--- src/common/dcu_pkg.sv ---
`default_nettype none
package dcu_pkg;

  localparam int unsigned ADDR_W = 8;
  localparam int unsigned DATA_W = 32;

  // register offsets (byte addresses)
  localparam logic [7:0] OFS_DEST   = 8'h00;
  localparam logic [7:0] OFS_CTRL   = 8'h04;
  localparam logic [7:0] OFS_STATUS = 8'h08;

  // channel_control field positions
  localparam int unsigned BIT_OVERRUN_SEL = 23;
  localparam int unsigned BIT_END_POL     = 22;
  localparam int unsigned BIT_ACK_CYCLE   = 17;
  localparam int unsigned BIT_ACK_POL     = 16;
  localparam int unsigned BIT_DM_HI       = 15;
  localparam int unsigned BIT_DM_LO       = 14;
  localparam int unsigned LOWER_MSB       = 13;
  localparam int unsigned LOWER_W         = 14;

  // status field positions
  localparam int unsigned ST_PENDING = 0;
  localparam int unsigned ST_HELD    = 1;
  localparam int unsigned ST_ACK     = 2;
  localparam int unsigned ST_BAD_DM  = 3;

  // reset values and reserved-bit mask
  localparam logic [31:0] CTRL_RESET = 32'h0000_0000;
  localparam logic [31:0] DEST_RESET = 32'h0000_0000;
  localparam logic [31:0] RSVD_MASK  = 32'hFF3C_0000;

  // writable bits per channel group
  localparam logic [31:0] WMASK_CH0  = 32'h00C3_FFFF;
  localparam logic [31:0] WMASK_CH1  = 32'h0083_FFFF;
  localparam logic [31:0] WMASK_CH23 = 32'h0000_FFFF;

  // address steps
  localparam logic [31:0] STEP_BYTE = 32'h0000_0001;
  localparam logic [31:0] STEP_WORD = 32'h0000_0002;
  localparam logic [31:0] STEP_LONG = 32'h0000_0004;
  localparam logic [31:0] STEP_16B  = 32'h0000_0010;

  typedef enum logic [1:0] {DM_FIXED, DM_INC, DM_DEC, DM_BAD} dcu_dm_t;
  typedef enum logic [1:0] {SZ_BYTE, SZ_WORD, SZ_LONG, SZ_16B} dcu_size_t;

endpackage : dcu_pkg
`default_nettype wire

--- src/design/dcu_req_detect.sv ---
`timescale 1ns/10ps
`default_nettype none
module dcu_req_detect
(
  input  wire logic clk_i,
  input  wire logic rst_i,
  input  wire logic req_n_i,
  input  wire logic enable_i,
  input  wire logic overrun_sel_i,
  input  wire logic take_i,
  output logic      pending_o,
  output logic      held_o
);

  logic sync1;
  logic sync2;
  logic prev;
  logic detect;

  always_ff @(posedge clk_i or posedge rst_i)
  begin
    if (rst_i)
    begin
      sync1 <= 1'h1;
      sync2 <= 1'h1;
      prev  <= 1'h1;
    end
    else
    begin
      sync1 <= req_n_i;
      sync2 <= sync1;
      prev  <= sync2;
    end
  end

  // falling edge of the active-low request
  assign detect = enable_i & prev & ~sync2;

  always_ff @(posedge clk_i or posedge rst_i)
  begin
    if (rst_i)
    begin
      pending_o <= 1'h0;
      held_o    <= 1'h0;
    end
    else if (take_i)
    begin
      pending_o <= held_o | detect;
      held_o    <= overrun_sel_i & held_o & detect;
    end
    else
    begin
      pending_o <= pending_o | detect;
      held_o    <= held_o | (overrun_sel_i & detect & pending_o);
    end
  end

  property p_overrun_hold;
    @(posedge clk_i) disable iff (rst_i)
    (detect && pending_o && !take_i && overrun_sel_i) |=> held_o && pending_o;
  endproperty
  a_overrun_hold: assert property (p_overrun_hold) else $error("second request not held");

  property p_overrun_drop;
    @(posedge clk_i) disable iff (rst_i)
    (!overrun_sel_i && !held_o) |=> !held_o;
  endproperty
  a_overrun_drop: assert property (p_overrun_drop) else $error("request held in overrun 0");

endmodule : dcu_req_detect
`default_nettype wire

--- src/design/dcu_addr_step.sv ---
`timescale 1ns/10ps
`default_nettype none
module dcu_addr_step
(
  input  wire logic [31:0]       addr_i,
  input  wire dcu_pkg::dcu_dm_t   mode_i,
  input  wire dcu_pkg::dcu_size_t size_i,
  output logic [31:0]            next_o
);

  logic [31:0] step;

  always_comb
  begin
    unique case (size_i)
      dcu_pkg::SZ_BYTE: step = dcu_pkg::STEP_BYTE;
      dcu_pkg::SZ_WORD: step = dcu_pkg::STEP_WORD;
      dcu_pkg::SZ_LONG: step = dcu_pkg::STEP_LONG;
      dcu_pkg::SZ_16B:  step = dcu_pkg::STEP_16B;
    endcase
  end

  always_comb
  begin
    unique case (mode_i)
      dcu_pkg::DM_INC: next_o = addr_i + step;
      // no decrement for 16-byte units: address holds
      dcu_pkg::DM_DEC: next_o = (size_i == dcu_pkg::SZ_16B) ? addr_i : addr_i - step;
      dcu_pkg::DM_FIXED: next_o = addr_i;
      dcu_pkg::DM_BAD:   next_o = addr_i;
    endcase
  end

endmodule : dcu_addr_step
`default_nettype wire

--- src/design/dcu_channel_ctrl.sv ---
// Overview of operation
// - reserved bits 31-24, 21-18 read zero
// - bit 23 picks overrun 0 or 1
// - overrun/ack bits only live in channels 0,1
// - bit 22 sets transfer-end output polarity
// - end polarity absent in channels 1-3
// - dual mode: bit 17 picks read/write ack
// - single mode asserts the acknowledge in both read and write cycles
// - bit 16 sets acknowledge output polarity
// - bits 15:14 fix, increment or decrement destination
// - single mode to device ignores destination mode
`timescale 1ns/10ps
`default_nettype none
module dcu_channel_ctrl
#(
  parameter int unsigned CHAN_ID = 0
)
(
  input  wire logic        clk_i,
  input  wire logic        rst_i,
  input  wire logic [7:0]  addr_i,
  input  wire logic [31:0] wdata_i,
  input  wire logic        wr_i,
  input  wire logic        rd_i,
  output logic [31:0]      rdata_o,
  input  wire logic        transfer_request_in_n_i,
  input  wire logic        req_take_i,
  output logic             req_pending_o,
  input  wire logic        single_mode_i,
  input  wire logic        to_ext_dev_i,
  input  wire logic [1:0]  xfer_size_i,
  input  wire logic        read_cycle_i,
  input  wire logic        write_cycle_i,
  input  wire logic        last_xfer_i,
  input  wire logic        xfer_done_i,
  output logic             transfer_acknowledge_out_o,
  output logic             transfer_end_out_o,
  output logic [31:0]      dest_addr_o,
  output logic [13:0]      lower_ctrl_o
);

  localparam bit HAS_EXT = (CHAN_ID < 2);
  localparam bit HAS_END = (CHAN_ID == 0);

  // writable bits of channel_control for a given channel
  function automatic logic [31:0] wmask_for(input int unsigned ch);
    logic [31:0] m;
    m = dcu_pkg::WMASK_CH23;
    if (ch == 0)
    begin
      m = dcu_pkg::WMASK_CH0;
    end
    else if (ch == 1)
    begin
      m = dcu_pkg::WMASK_CH1;
    end
    return m;
  endfunction : wmask_for

  localparam logic [31:0] WMASK = wmask_for(CHAN_ID);

  logic [31:0]        channel_control;
  logic [31:0]        dest_addr;
  logic [31:0]        next_dest;
  logic               overrun_sel;
  logic               end_signal_polarity;
  logic               ack_cycle_select;
  logic               ack_polarity;
  logic               dest_addr_mode_hi;
  logic               dest_addr_mode_lo;
  dcu_pkg::dcu_dm_t   dest_mode;
  dcu_pkg::dcu_size_t xfer_size;
  logic               req_held;
  logic               ack_active;
  logic               end_active;
  logic               ack_state;
  logic               dest_frozen;
  logic               bad_dest_mode;
  logic               wr_ctrl;
  logic               wr_dest;
  logic [31:0]        status;

  assign wr_ctrl = wr_i && (addr_i == dcu_pkg::OFS_CTRL);
  assign wr_dest = wr_i && (addr_i == dcu_pkg::OFS_DEST);

  assign overrun_sel         = channel_control[dcu_pkg::BIT_OVERRUN_SEL];
  assign end_signal_polarity = channel_control[dcu_pkg::BIT_END_POL];
  assign ack_cycle_select    = channel_control[dcu_pkg::BIT_ACK_CYCLE];
  assign ack_polarity        = channel_control[dcu_pkg::BIT_ACK_POL];
  assign dest_addr_mode_hi   = channel_control[dcu_pkg::BIT_DM_HI];
  assign dest_addr_mode_lo   = channel_control[dcu_pkg::BIT_DM_LO];
  assign dest_mode           = dcu_pkg::dcu_dm_t'({dest_addr_mode_hi, dest_addr_mode_lo});
  assign xfer_size           = dcu_pkg::dcu_size_t'(xfer_size_i);

  // control register: unimplemented and reserved bits never stored
  always_ff @(posedge clk_i or posedge rst_i)
  begin
    if (rst_i)
    begin
      channel_control <= dcu_pkg::CTRL_RESET;
    end
    else if (wr_ctrl)
    begin
      channel_control <= wdata_i & WMASK;
    end
  end

  assign lower_ctrl_o = channel_control[dcu_pkg::LOWER_MSB:0];

  // external request detection, only where a request pin exists
  dcu_req_detect u_req_detect
  (
    .clk_i         (clk_i),
    .rst_i         (rst_i),
    .req_n_i       (transfer_request_in_n_i),
    .enable_i      (HAS_EXT),
    .overrun_sel_i (overrun_sel),
    .take_i        (req_take_i),
    .pending_o     (req_pending_o),
    .held_o        (req_held)
  );

  // acknowledge timing
  always_comb
  begin
    ack_active = 1'h0;
    if (HAS_EXT)
    begin
      if (single_mode_i)
      begin
        ack_active = read_cycle_i | write_cycle_i;
      end
      else
      begin
        ack_active = ack_cycle_select ? write_cycle_i : read_cycle_i;
      end
    end
  end

  assign end_active = HAS_END && ack_active && last_xfer_i;

  // pin levels, registered; reset shows the idle level of a low-active pin
  always_ff @(posedge clk_i or posedge rst_i)
  begin
    if (rst_i)
    begin
      transfer_acknowledge_out_o <= 1'h1;
      ack_state                  <= 1'h0;
    end
    else
    begin
      transfer_acknowledge_out_o <= ack_active ? ack_polarity : ~ack_polarity;
      ack_state                  <= ack_active;
    end
  end

  always_ff @(posedge clk_i or posedge rst_i)
  begin
    if (rst_i)
    begin
      transfer_end_out_o <= 1'h1;
    end
    else
    begin
      transfer_end_out_o <= end_active ? end_signal_polarity : ~end_signal_polarity;
    end
  end

  // destination address
  dcu_addr_step u_addr_step
  (
    .addr_i (dest_addr),
    .mode_i (dest_mode),
    .size_i (xfer_size),
    .next_o (next_dest)
  );

  assign dest_frozen   = single_mode_i && to_ext_dev_i;
  assign bad_dest_mode = (dest_mode == dcu_pkg::DM_BAD)
                      || ((xfer_size == dcu_pkg::SZ_16B) && (dest_mode != dcu_pkg::DM_INC));

  always_ff @(posedge clk_i or posedge rst_i)
  begin
    if (rst_i)
    begin
      dest_addr <= dcu_pkg::DEST_RESET;
    end
    else if (wr_dest)
    begin
      dest_addr <= wdata_i;
    end
    else if (xfer_done_i && !dest_frozen)
    begin
      dest_addr <= next_dest;
    end
  end

  assign dest_addr_o = dest_addr;

  // status word
  always_comb
  begin
    status                        = 32'h0000_0000;
    status[dcu_pkg::ST_PENDING]   = req_pending_o;
    status[dcu_pkg::ST_HELD]      = req_held;
    status[dcu_pkg::ST_ACK]       = ack_state;
    status[dcu_pkg::ST_BAD_DM]    = bad_dest_mode;
  end

  // read data stands one cycle after the strobe only
  always_ff @(posedge clk_i or posedge rst_i)
  begin
    if (rst_i)
    begin
      rdata_o <= 32'h0000_0000;
    end
    else if (rd_i)
    begin
      unique case (addr_i)
        dcu_pkg::OFS_DEST:   rdata_o <= dest_addr;
        dcu_pkg::OFS_CTRL:   rdata_o <= channel_control & ~dcu_pkg::RSVD_MASK;
        dcu_pkg::OFS_STATUS: rdata_o <= status;
        default:             rdata_o <= 32'h0000_0000;
      endcase
    end
    else
    begin
      rdata_o <= 32'h0000_0000;
    end
  end

  property p_rsvd_read;
    @(posedge clk_i) disable iff (rst_i)
    (rd_i && addr_i == dcu_pkg::OFS_CTRL) |=> (rdata_o[31:24] == 8'h00) && (rdata_o[21:18] == 4'h0);
  endproperty
  a_rsvd_read: assert property (p_rsvd_read) else $error("reserved control bits read nonzero");

  property p_rsvd_write;
    @(posedge clk_i) disable iff (rst_i)
    wr_ctrl |=> ((channel_control & ~WMASK) == 32'h0000_0000)
             && (channel_control == ($past(wdata_i) & WMASK));
  endproperty
  a_rsvd_write: assert property (p_rsvd_write) else $error("reserved write not discarded");

  property p_chan_bits_zero;
    @(posedge clk_i) disable iff (rst_i)
    (rd_i && addr_i == dcu_pkg::OFS_CTRL && CHAN_ID >= 2)
      |=> (rdata_o[23] == 1'h0) && (rdata_o[17:16] == 2'h0);
  endproperty
  a_chan_bits_zero: assert property (p_chan_bits_zero) else $error("channel-only bit read nonzero");

  property p_end_pol_zero;
    @(posedge clk_i) disable iff (rst_i)
    (rd_i && addr_i == dcu_pkg::OFS_CTRL && CHAN_ID >= 1) |=> rdata_o[22] == 1'h0;
  endproperty
  a_end_pol_zero: assert property (p_end_pol_zero) else $error("end polarity read nonzero");

  property p_end_level;
    @(posedge clk_i) disable iff (rst_i)
    (HAS_END && ack_active && last_xfer_i && !wr_ctrl)
      |=> transfer_end_out_o == end_signal_polarity;
  endproperty
  a_end_level: assert property (p_end_level) else $error("transfer end level wrong");

  property p_ack_level;
    @(posedge clk_i) disable iff (rst_i)
    (!ack_active && !wr_ctrl) |=> transfer_acknowledge_out_o == !ack_polarity;
  endproperty
  a_ack_level: assert property (p_ack_level) else $error("acknowledge idle level wrong");

  property p_dual_ack;
    @(posedge clk_i) disable iff (rst_i)
    (HAS_EXT && !single_mode_i && (ack_cycle_select ? write_cycle_i : read_cycle_i))
      |=> ack_state;
  endproperty
  a_dual_ack: assert property (p_dual_ack) else $error("dual mode acknowledge missing");

  property p_dual_ack_quiet;
    @(posedge clk_i) disable iff (rst_i)
    (!single_mode_i && !ack_cycle_select && !read_cycle_i) |=> !ack_state;
  endproperty
  a_dual_ack_quiet: assert property (p_dual_ack_quiet) else $error("acknowledge outside read cycle");

  property p_single_ack;
    @(posedge clk_i) disable iff (rst_i)
    (HAS_EXT && single_mode_i && (read_cycle_i || write_cycle_i)) |=> ack_state;
  endproperty
  a_single_ack: assert property (p_single_ack) else $error("single mode acknowledge missing");

  property p_inc_16;
    @(posedge clk_i) disable iff (rst_i)
    (xfer_done_i && !wr_dest && !dest_frozen && dest_mode == dcu_pkg::DM_INC && xfer_size == dcu_pkg::SZ_16B)
      |=> dest_addr == $past(dest_addr) + dcu_pkg::STEP_16B;
  endproperty
  a_inc_16: assert property (p_inc_16) else $error("16-byte increment wrong");

  property p_dec_long;
    @(posedge clk_i) disable iff (rst_i)
    (xfer_done_i && !wr_dest && !dest_frozen && dest_mode == dcu_pkg::DM_DEC && xfer_size == dcu_pkg::SZ_LONG)
      |=> dest_addr == $past(dest_addr) - dcu_pkg::STEP_LONG;
  endproperty
  a_dec_long: assert property (p_dec_long) else $error("longword decrement wrong");

  property p_frozen;
    @(posedge clk_i) disable iff (rst_i)
    (xfer_done_i && dest_frozen && !wr_dest) |=> $stable(dest_addr);
  endproperty
  a_frozen: assert property (p_frozen) else $error("destination moved in single mode");

  property p_bad_16;
    @(posedge clk_i) disable iff (rst_i)
    (rd_i && addr_i == dcu_pkg::OFS_STATUS && xfer_size == dcu_pkg::SZ_16B && dest_mode != dcu_pkg::DM_INC)
      |=> rdata_o[dcu_pkg::ST_BAD_DM];
  endproperty
  a_bad_16: assert property (p_bad_16) else $error("prohibited mode not flagged");

  property p_end_idle;
    @(posedge clk_i) disable iff (rst_i)
    ((!HAS_END || !ack_active || !last_xfer_i) && !wr_ctrl)
      |=> transfer_end_out_o == !end_signal_polarity;
  endproperty
  a_end_idle: assert property (p_end_idle) else $error("transfer end active outside last transfer");

  property p_single_ack_pin;
    @(posedge clk_i) disable iff (rst_i)
    (HAS_EXT && single_mode_i && (read_cycle_i || write_cycle_i) && !wr_ctrl)
      |=> transfer_acknowledge_out_o == ack_polarity;
  endproperty
  a_single_ack_pin: assert property (p_single_ack_pin) else $error("single mode acknowledge level wrong");

  property p_fixed;
    @(posedge clk_i) disable iff (rst_i)
    (xfer_done_i && !wr_dest && dest_mode == dcu_pkg::DM_FIXED) |=> $stable(dest_addr);
  endproperty
  a_fixed: assert property (p_fixed) else $error("fixed destination moved");

  property p_inc_byte;
    @(posedge clk_i) disable iff (rst_i)
    (xfer_done_i && !wr_dest && !dest_frozen && dest_mode == dcu_pkg::DM_INC && xfer_size == dcu_pkg::SZ_BYTE)
      |=> dest_addr == $past(dest_addr) + dcu_pkg::STEP_BYTE;
  endproperty
  a_inc_byte: assert property (p_inc_byte) else $error("byte increment wrong");

  property p_ack_absent;
    @(posedge clk_i) disable iff (rst_i)
    !HAS_EXT |-> !ack_state && !req_pending_o;
  endproperty
  a_ack_absent: assert property (p_ack_absent) else $error("request or acknowledge in channel without pins");

endmodule : dcu_channel_ctrl
`default_nettype wire

--- config.mk ---
export PLATFORM = sky130hd
export DESIGN_NAME = dcu_channel_ctrl
export DESIGN_NICKNAME = d
export VERILOG_FILES = /design/src/common/dcu_pkg.sv /design/src/design/dcu_req_detect.sv /design/src/design/dcu_addr_step.sv /design/src/design/dcu_channel_ctrl.sv
export SDC_FILE = /design/constraint.sdc
export NUM_CORES = 1
export LEC_CHECK = 0
export CORE_MARGIN = 4
export CORE_UTILIZATION = 60
export CTS_BUF_LIST = sky130_fd_sc_hd__clkbuf_4 sky130_fd_sc_hd__clkbuf_8 sky130_fd_sc_hd__clkbuf_16
export DETAILED_ROUTE_END_ITERATION = 10
export DONT_BUFFER_PORTS = 1
export GPL_TIMING_DRIVEN = 0
export PLACE_DENSITY = 0.76
export SETUP_SLACK_MARGIN = 0.15
export SYNTH_ARGS = -nofsm -noshare
export SYNTH_HDL_FRONTEND = slang
export SYNTH_SLANG_ARGS = --single-unit
--- constraint.sdc ---
create_clock -name clk_i -period 3.79 [get_ports clk_i]
set_input_delay 0.758 -clock clk_i [delete_from_list [all_inputs] [get_ports clk_i]]
set_output_delay 0.758 -clock clk_i [all_outputs]
set_load 0.05 [all_outputs]
==> reports/results.txt, run 1 <==
outcome: finished clean
H-tree depth: 3
synthesized instance count: 599
Syn Std Cell Area: 5600 sq um
Final Wtd Congestion: 0.933
clock power share: 20.9%
clock slew seen by the registers of the worst setup and hold paths: 0.11 ns
initial core utilization: 62.9%
Tmin final: 3.38 ns
skew final: 0.0152 ns
vias in the first global route: 4756
DRT Pass-1 Iters: 5
Tightest Hold Check Type: input pin to asynchronous set/reset pin
EDFF count, synth: 0
post-route setup slack: 0.408 ns
total gr overflow: 0
area leader, netlist: dfrtp_1
final setup vio count: 0
max frequency: 296 MHz
CP required: 4.05 ns
Worst-Margin Slew: 0.791 ns
Die W: 105 um
CTS resizes: 2
Max IR drop VDD: 0.377 mV
Pwr Density: 527 nW/um^2
I/O Pins: 135
Reg power frac: 54.2%
Die Ht: 105 um
setup TNS: 0 ns
kind of critical path: register to register
1st-iter DRT viols: 293
Tcrit/Tclk final: 89.2%
Setup crit start kind: register
fill count: 712
synth top area cells: dfrtp_1 (39%), ha_1 (7.4%), a21oi_1 (4.9%), mux2i_1 (4.3%), nor2_1 (4.2%)
Final Hold Viols: 0
final WL: 16100 um
layout cells sized above 1: 12.8%
placed instance count: 708
total power: 3150 uW
register area share after synthesis: 41.3%
CTS buffer count: 9
R2R setup slack: 0.41 ns
area delta synth->final: 6.69%
Top FF cell, synth: dfrtp_1
synth unique cells: 65
Worst Path Max Fanout: 6
FF+latch count, synth: 92
area occupied by multi-input gates: 3030 sq um
P_int: 1700 uW
first-pass GRT wire length: 25400 um
dpl hpwl: 12100 um
Seq. cell area: 2310 sq um
Cell Count, Final, Fillers Out: 724
clock tree sinks: 92
initial antenna violation count: 0
Slew Limit Fails: 0
remaining antenna violation count: 0
pre-CTS worst setup slack: -0.307 ns
gr usage total: 29.2%
Core Area: 8890 sq um
via/cell ratio: 6.54
CTS max path bufs: 2
share of the synthesized area in the top cell type: 38.9%
Synth Warn #: 0
worst skew pair latency: 0.37 ns
Sw Share: 46.0%
switching pwr: 1450 uW
Avg Cell Area, Syn: 9.34 sq um
# rows: 34
RSZ-0062 raised after global routing: false
max-cap violations: 0
Root Buffer: clkbuf_8
CP Capture Type: register
WL/cell: 22.2 um
port buffer count: 0
Antenna Cells: 0
CTS tree: yes
ys async rst share: 100%
Post-route DRC: 0
Critical Path AT: 3.65 ns
leakage: 0.00288 uW
Gate power share: 24.9%
vias after detailed routing: 4733
post-CTS setup buffers: 0
Post-Synthesis Net Count: 687
pin count of the biggest net entering global routing: 49
Worst slew margin: 47.3%
CTS Hold Bufs: 0
full die area: 10900 sq um
nets: 699
power groups by stage:
| stage | clock [uW] | combinational (uW) | sequential, uW |
|---|---|---|---|
| 2_1_floorplan | 0 | 633 | 1660 |
| 3_3_place_gp | 0 | 744 | 1720 |
| 3_5_place_dp | 0 | 771 | 1730 |
| 4_1_cts | 665 | 776 | 1710 |
| 5_1_grt | 710 | 871 | 1730 |
| 6_report | 657 | 784 | 1710 |
worst paths after layout:
path	startpoint	to	cells past startpoint
max	channel_control[14]$_DFFE_PP0P_	dest_addr_o[16]$_DFFE_PP0P_	13
min	rst_i	u_req_detect.held_o$_DFF_PP0_	1
max reg2reg	channel_control[14]$_DFFE_PP0P_	dest_addr_o[16]$_DFFE_PP0P_	13
min reg2reg	u_req_detect.sync1$_DFF_PP1_	u_req_detect.sync2$_DFF_PP1_	0
max in group asynchronous	rst_i	rdata_o[26]$_DFF_PP0_	2
min in group clk_i	u_req_detect.sync1$_DFF_PP1_	u_req_detect.sync2$_DFF_PP1_	0
synthesized netlist by cell type (2+ instances only):
master,number
dfrtp_1,87
nor2_1,62
nand2_1,57
a21oi_1,55
ha_1,33
mux2i_1,24
and3_1,23
o21ai_0,23
xnor2_1,21
mux2_2,19
o21ai_1,16
clkbuf_1,15
inv_1,15
buf_4,14
nand3_1,12
a31oi_1,10
a21o_1,9
buf_2,8
o21bai_1,8
nand4_1,6
nor3_1,6
dfstp_2,5
o21a_1,5
nand3b_1,4
o31ai_1,4
or3_1,4
xor2_1,4
a21oi_2,3
buf_1,3
nor4_1,3
and4_1,2
nor2b_1,2
nor3b_1,2
o21ai_2,2
o22ai_1,2
o2bb2ai_1,2
stage by stage:
stage	cell area [sq um]	util, %	hold WS (ns)
global route	5970	67.1	0.344
finish	5970	67.1	0.316
global placement	5730	64.5	0.345
detailed placement	5760	64.8	0.354
CTS	5960	67.1	0.320
floorplan	5600	-	0.345
metal layers:
metal	vias up	share of wire (%)	track usage [%]
met1	2312	41	36.2
met4	0	2.9	10.7
li1	2148	-	-
met5	-	0	0
met2	238	49	49.6
met3	35	7.8	7.21
sequential cells by signal, indices dropped and copies added (netlist names):
name,cells
u_req_detect.prev,1
u_req_detect.held_o,1
ack_state,1
channel_control,20
u_req_detect.pending_o,1
u_req_detect.sync2,1
transfer_end_out_o,1
rdata_o,32
u_req_detect.sync1,1
transfer_acknowledge_out_o,1
dest_addr_o,32
final cells by class:
type                    count  area share, %
well taps                 108           2.26
multi-input cells         451           50.7
flip-flops and latches     92           38.7
repair buffers              1          0.461
plain buffers              41           3.75
clock inverters             5          0.755
clock buffers              11           2.43
inverters                  15          0.985
cells by family after synthesis:
kind of cell	Yosys count	share of synthesized area, %
muxes	43	8.12
and+or+nand+nor	194	16.6
adders and majority gates	34	7.74
buffers and inverters	56	5.01
DFF	92	41.3
AOI/OAI and AO/OA	155	17.4
xor gates and xnor gates	25	3.91
layout by cell type, fill, tap and decap left out, drive strengths merged, types with 2 or more instances in the layout:
master,instances
or2,2
nor3,6
nand3,12
nor3b,3
clkinv,2
xnor2,21
or3,4
a21oi,58
and4,3
ha,33
nand2,58
o31ai,4
a22oi,2
o21a,5
and3,23
mux2i,24
a31oi,10
nor2,62
buf,27
inv,17
a21o,9
xor2,4
o22ai,2
dfrtp,87
nand3b,4
o2bb2ai,2
o21bai,8
clkbuf,26
o21ai,41
nand4,6
dfstp,5
nor4,3
nor2b,2
mux2,19
critical path, cell delays in order (launching register included):
cell      delay (ns)
dfrtp_1         0.41
inv_1           0.12
ha_1            0.22
inv_1           0.09
o21bai_1        0.11
fa_1            0.46
a21oi_1         0.26
o21ai_2         0.09
a21oi_2         0.32
o21ai_1         0.14
o41ai_1         0.50
o21ai_1         0.18
xnor2_1         0.27
o21ai_1         0.11
Note: power is estimated with default switching activity, not from simulation.
==> run 2: changes to the inputs <==
Settings changed: MAX_ROUTING_LAYER from default to met4.
==> run 2 against run 1 <==
  * Routed wire length decreased by 0.70%
  * Clock power increased by 11%
  * Global-route usage increased by 0.68 points
  * Combinational power about the same
  * Flip-flop and latch count unchanged
  * Cell area increased by 0.34%
  * Non-clock buffer count unchanged
  * Die area unchanged
==> reports/results.txt, run 2 (synthesis gave the netlist of run 1 again) <==
1st-iter DRT viols: 274 (-6.5%)
metal2 WL: 7920 um (+1.1%)
CP max stage cell: a31oi_1
Antenna Cells: 0 (unchanged)
leakage: 0.00290 uW (+0.64%)
port buffer count: 0 (unchanged)
RSZ-0062 raised after global routing: false
CTS buffer count: 9 (unchanged)
Tcrit/Tclk final: 91.7% (+2.4 points)
skew final: 0.0135 ns (-0.00170 ns)
total gr overflow: 0 (unchanged)
Final Hold Viols: 0 (unchanged)
initial antenna violation count: 0 (unchanged)
fin area: 5990 sq um (+0.34%)
Max Used Layer: met4
vias in the first global route: 4611 (-3.0%)
Final Wtd Congestion: 0.974 (+4.3%)
Area after DPL: 5760 sq um (unchanged)
Die W: 105 um (unchanged)
pre-CTS worst setup slack: -0.234 ns (+0.0731 ns)
Bufs and invs on worst path: 2 (unchanged)
final setup vio count: 0 (unchanged)
Critical Path AT: 3.74 ns (+0.09 ns)
area delta synth->final: 7.04%
clock tree sinks: 92 (unchanged)
Cell Count, Final, Fillers Out: 724 (unchanged)
Core Area: 8890 sq um (unchanged)
Worst-Margin Slew: 0.803 ns (+0.0118 ns)
DRT Pass-1 Iters: 5 (unchanged)
first-pass GRT wire length: 25000 um (-1.6%)
Worst slew margin: 46.5% (-0.79 points)
WL/cell: 22.1 um (-0.70%)
max-cap violations: 0 (unchanged)
remaining antenna violation count: 0 (unchanged)
H-tree depth: 3 (unchanged)
Worst path top cell family by delay: compound AO/OA/AOI/OAI gates
gr usage total: 29.9% (+0.68 points)
Pwr Density: 538 nW/um^2 (+1.9%)
worst skew pair latency: 0.37 ns (about the same)
Slew Limit Fails: 0 (unchanged)
Core Util, Final: 67.4% (+0.23 points)
post-CTS setup buffers: 0 (unchanged)
Max IR drop VDD: 0.365 mV (-3.2%)
layout cells sized above 1: 12.8% (unchanged)
# rows: 34 (unchanged)
pin count of the biggest net entering global routing: 49 (unchanged)
nets: 699 (unchanged)
most common cell after layout, fill and taps aside: dfrtp_1
vias after detailed routing: 4607 (-2.7%)
WHS: 0.303 ns (-0.0129 ns)
max incr delay on CP: 0.52 ns (+0.02 ns)
Post-route DRC: 0 (unchanged)
CP Capture Type: register
CTS max path bufs: 2 (unchanged)
fill count: 699 (-1.8%)
post-route setup slack: 0.316 ns (-0.0925 ns)
met1 WL: 6720 um (+3.0%)
CTS tree: yes
CP required: 4.05 ns (about the same)
full die area: 10900 sq um (unchanged)
placed instance count: 708 (unchanged)
I/O Pins: 135 (unchanged)
final WL: 16000 um (-0.70%)
outcome: finished clean
dpl hpwl: 12000 um (-0.59%)
Die Ht: 105 um (unchanged)
kind of critical path: register to register
Root Buffer: clkbuf_8
initial core utilization: 62.9% (unchanged)
worst path cell trace: inv_1 > ha_1 > inv_1 > o21bai_1 > fa_1 > a21oi_1 > o21ai_2 > a21oi_2 > o21bai_1 > a31oi_1 > o31ai_1 > mux2i_1 > nand3_1
clock slew seen by the registers of the worst setup and hold paths: 0.11 ns (about the same)
met3 WL post-DR: 975 um (-23%)
Tightest Hold Check Type: input pin to asynchronous set/reset pin
via/cell ratio: 6.36 (-2.7%)
max frequency: 288 MHz (-2.7%)
most frequent cells in the layout: dfrtp_1 (87), nor2_1 (62), nand2_1 (57), a21oi_1 (55), ha_1 (32)
Setup crit start kind: register
Tmin final: 3.47 ns (+0.0925 ns)
Worst Path Max Fanout: 6 (unchanged)
[run 2: cell count changes in the layout (fill, tap and decap cells not counted)]
cell       delta
a31oi_1       +1
a31oi_2       -1
bufinv_16     +1
clkbuf_4      -1
clkinv_2      +1
inv_6         -1
o41ai_1       -1
o41ai_2       +1
[run 2: what timing repair did]
item / CTS / global route
gates resized for setup: 1 / 2
gates cloned: 0 / 0
hold buffers: 0 / 0
endpoints found under the setup margin: 16 / 6
[run 2: stage by stage]
stage | total power [uW] | setup TNS (ns)
2_1_floorplan | 2290 | 0
3_3_place_gp | 2470 | -11.31
3_5_place_dp | 2500 | -0.878
4_1_cts | 3210 | 0
5_1_grt | 3380 | 0
6_report | 3220 | 0
[run 2: layout make-up]
| cell class | count | area (sq um) | share of cell area (%) |
|---|---|---|---|
| flip-flops and latches | 92 | 2310 | 38.5 |
| multi-input cells | 451 | 3030 | 50.5 |
| clock buffers | 10 | 138 | 2.30 |
| inverters | 15 | 58.8 | 0.982 |
| clock inverters | 6 | 71.3 | 1.19 |
| plain buffers | 41 | 224 | 3.74 |
| repair buffers | 1 | 27.5 | 0.460 |
| well taps | 108 | 135 | 2.26 |
[run 2: power breakdown]
part | internal [uW] | leakage [uW] | total (uW) | switching, uW
logic | 322 | 0.00156 | 783 | 461
registers | 1100 | 0.00123 | 1710 | 607
clock network | 329 | 0.000104 | 727 | 398
[run 2: worst paths after layout]
check	end	startpoint	slack, ns	cells after the start
worst min register to register	u_req_detect.sync2$_DFF_PP1_	u_req_detect.sync1$_DFF_PP1_	0.37	0
min in group clk_i	u_req_detect.sync2$_DFF_PP1_	u_req_detect.sync1$_DFF_PP1_	0.37	0
worst min-delay path	u_req_detect.pending_o$_DFF_PP0_	rst_i	0.30	1
worst max-delay path	dest_addr_o[30]$_DFFE_PP0P_	channel_control[14]$_DFFE_PP0P_	0.32	13
max in group asynchronous	dest_addr_o[24]$_DFFE_PP0P_	rst_i	2.83	2
worst max register to register	dest_addr_o[30]$_DFFE_PP0P_	channel_control[14]$_DFFE_PP0P_	0.32	13
[run 2: layer usage]
layer | vias to the layer above | global-route usage (%)
met5 | - | -
met4 | 0 | 9.28
met3 | 34 | 5.55
met2 | 189 | 49.4
met1 | 2231 | 37.5
li1 | 2153 | -
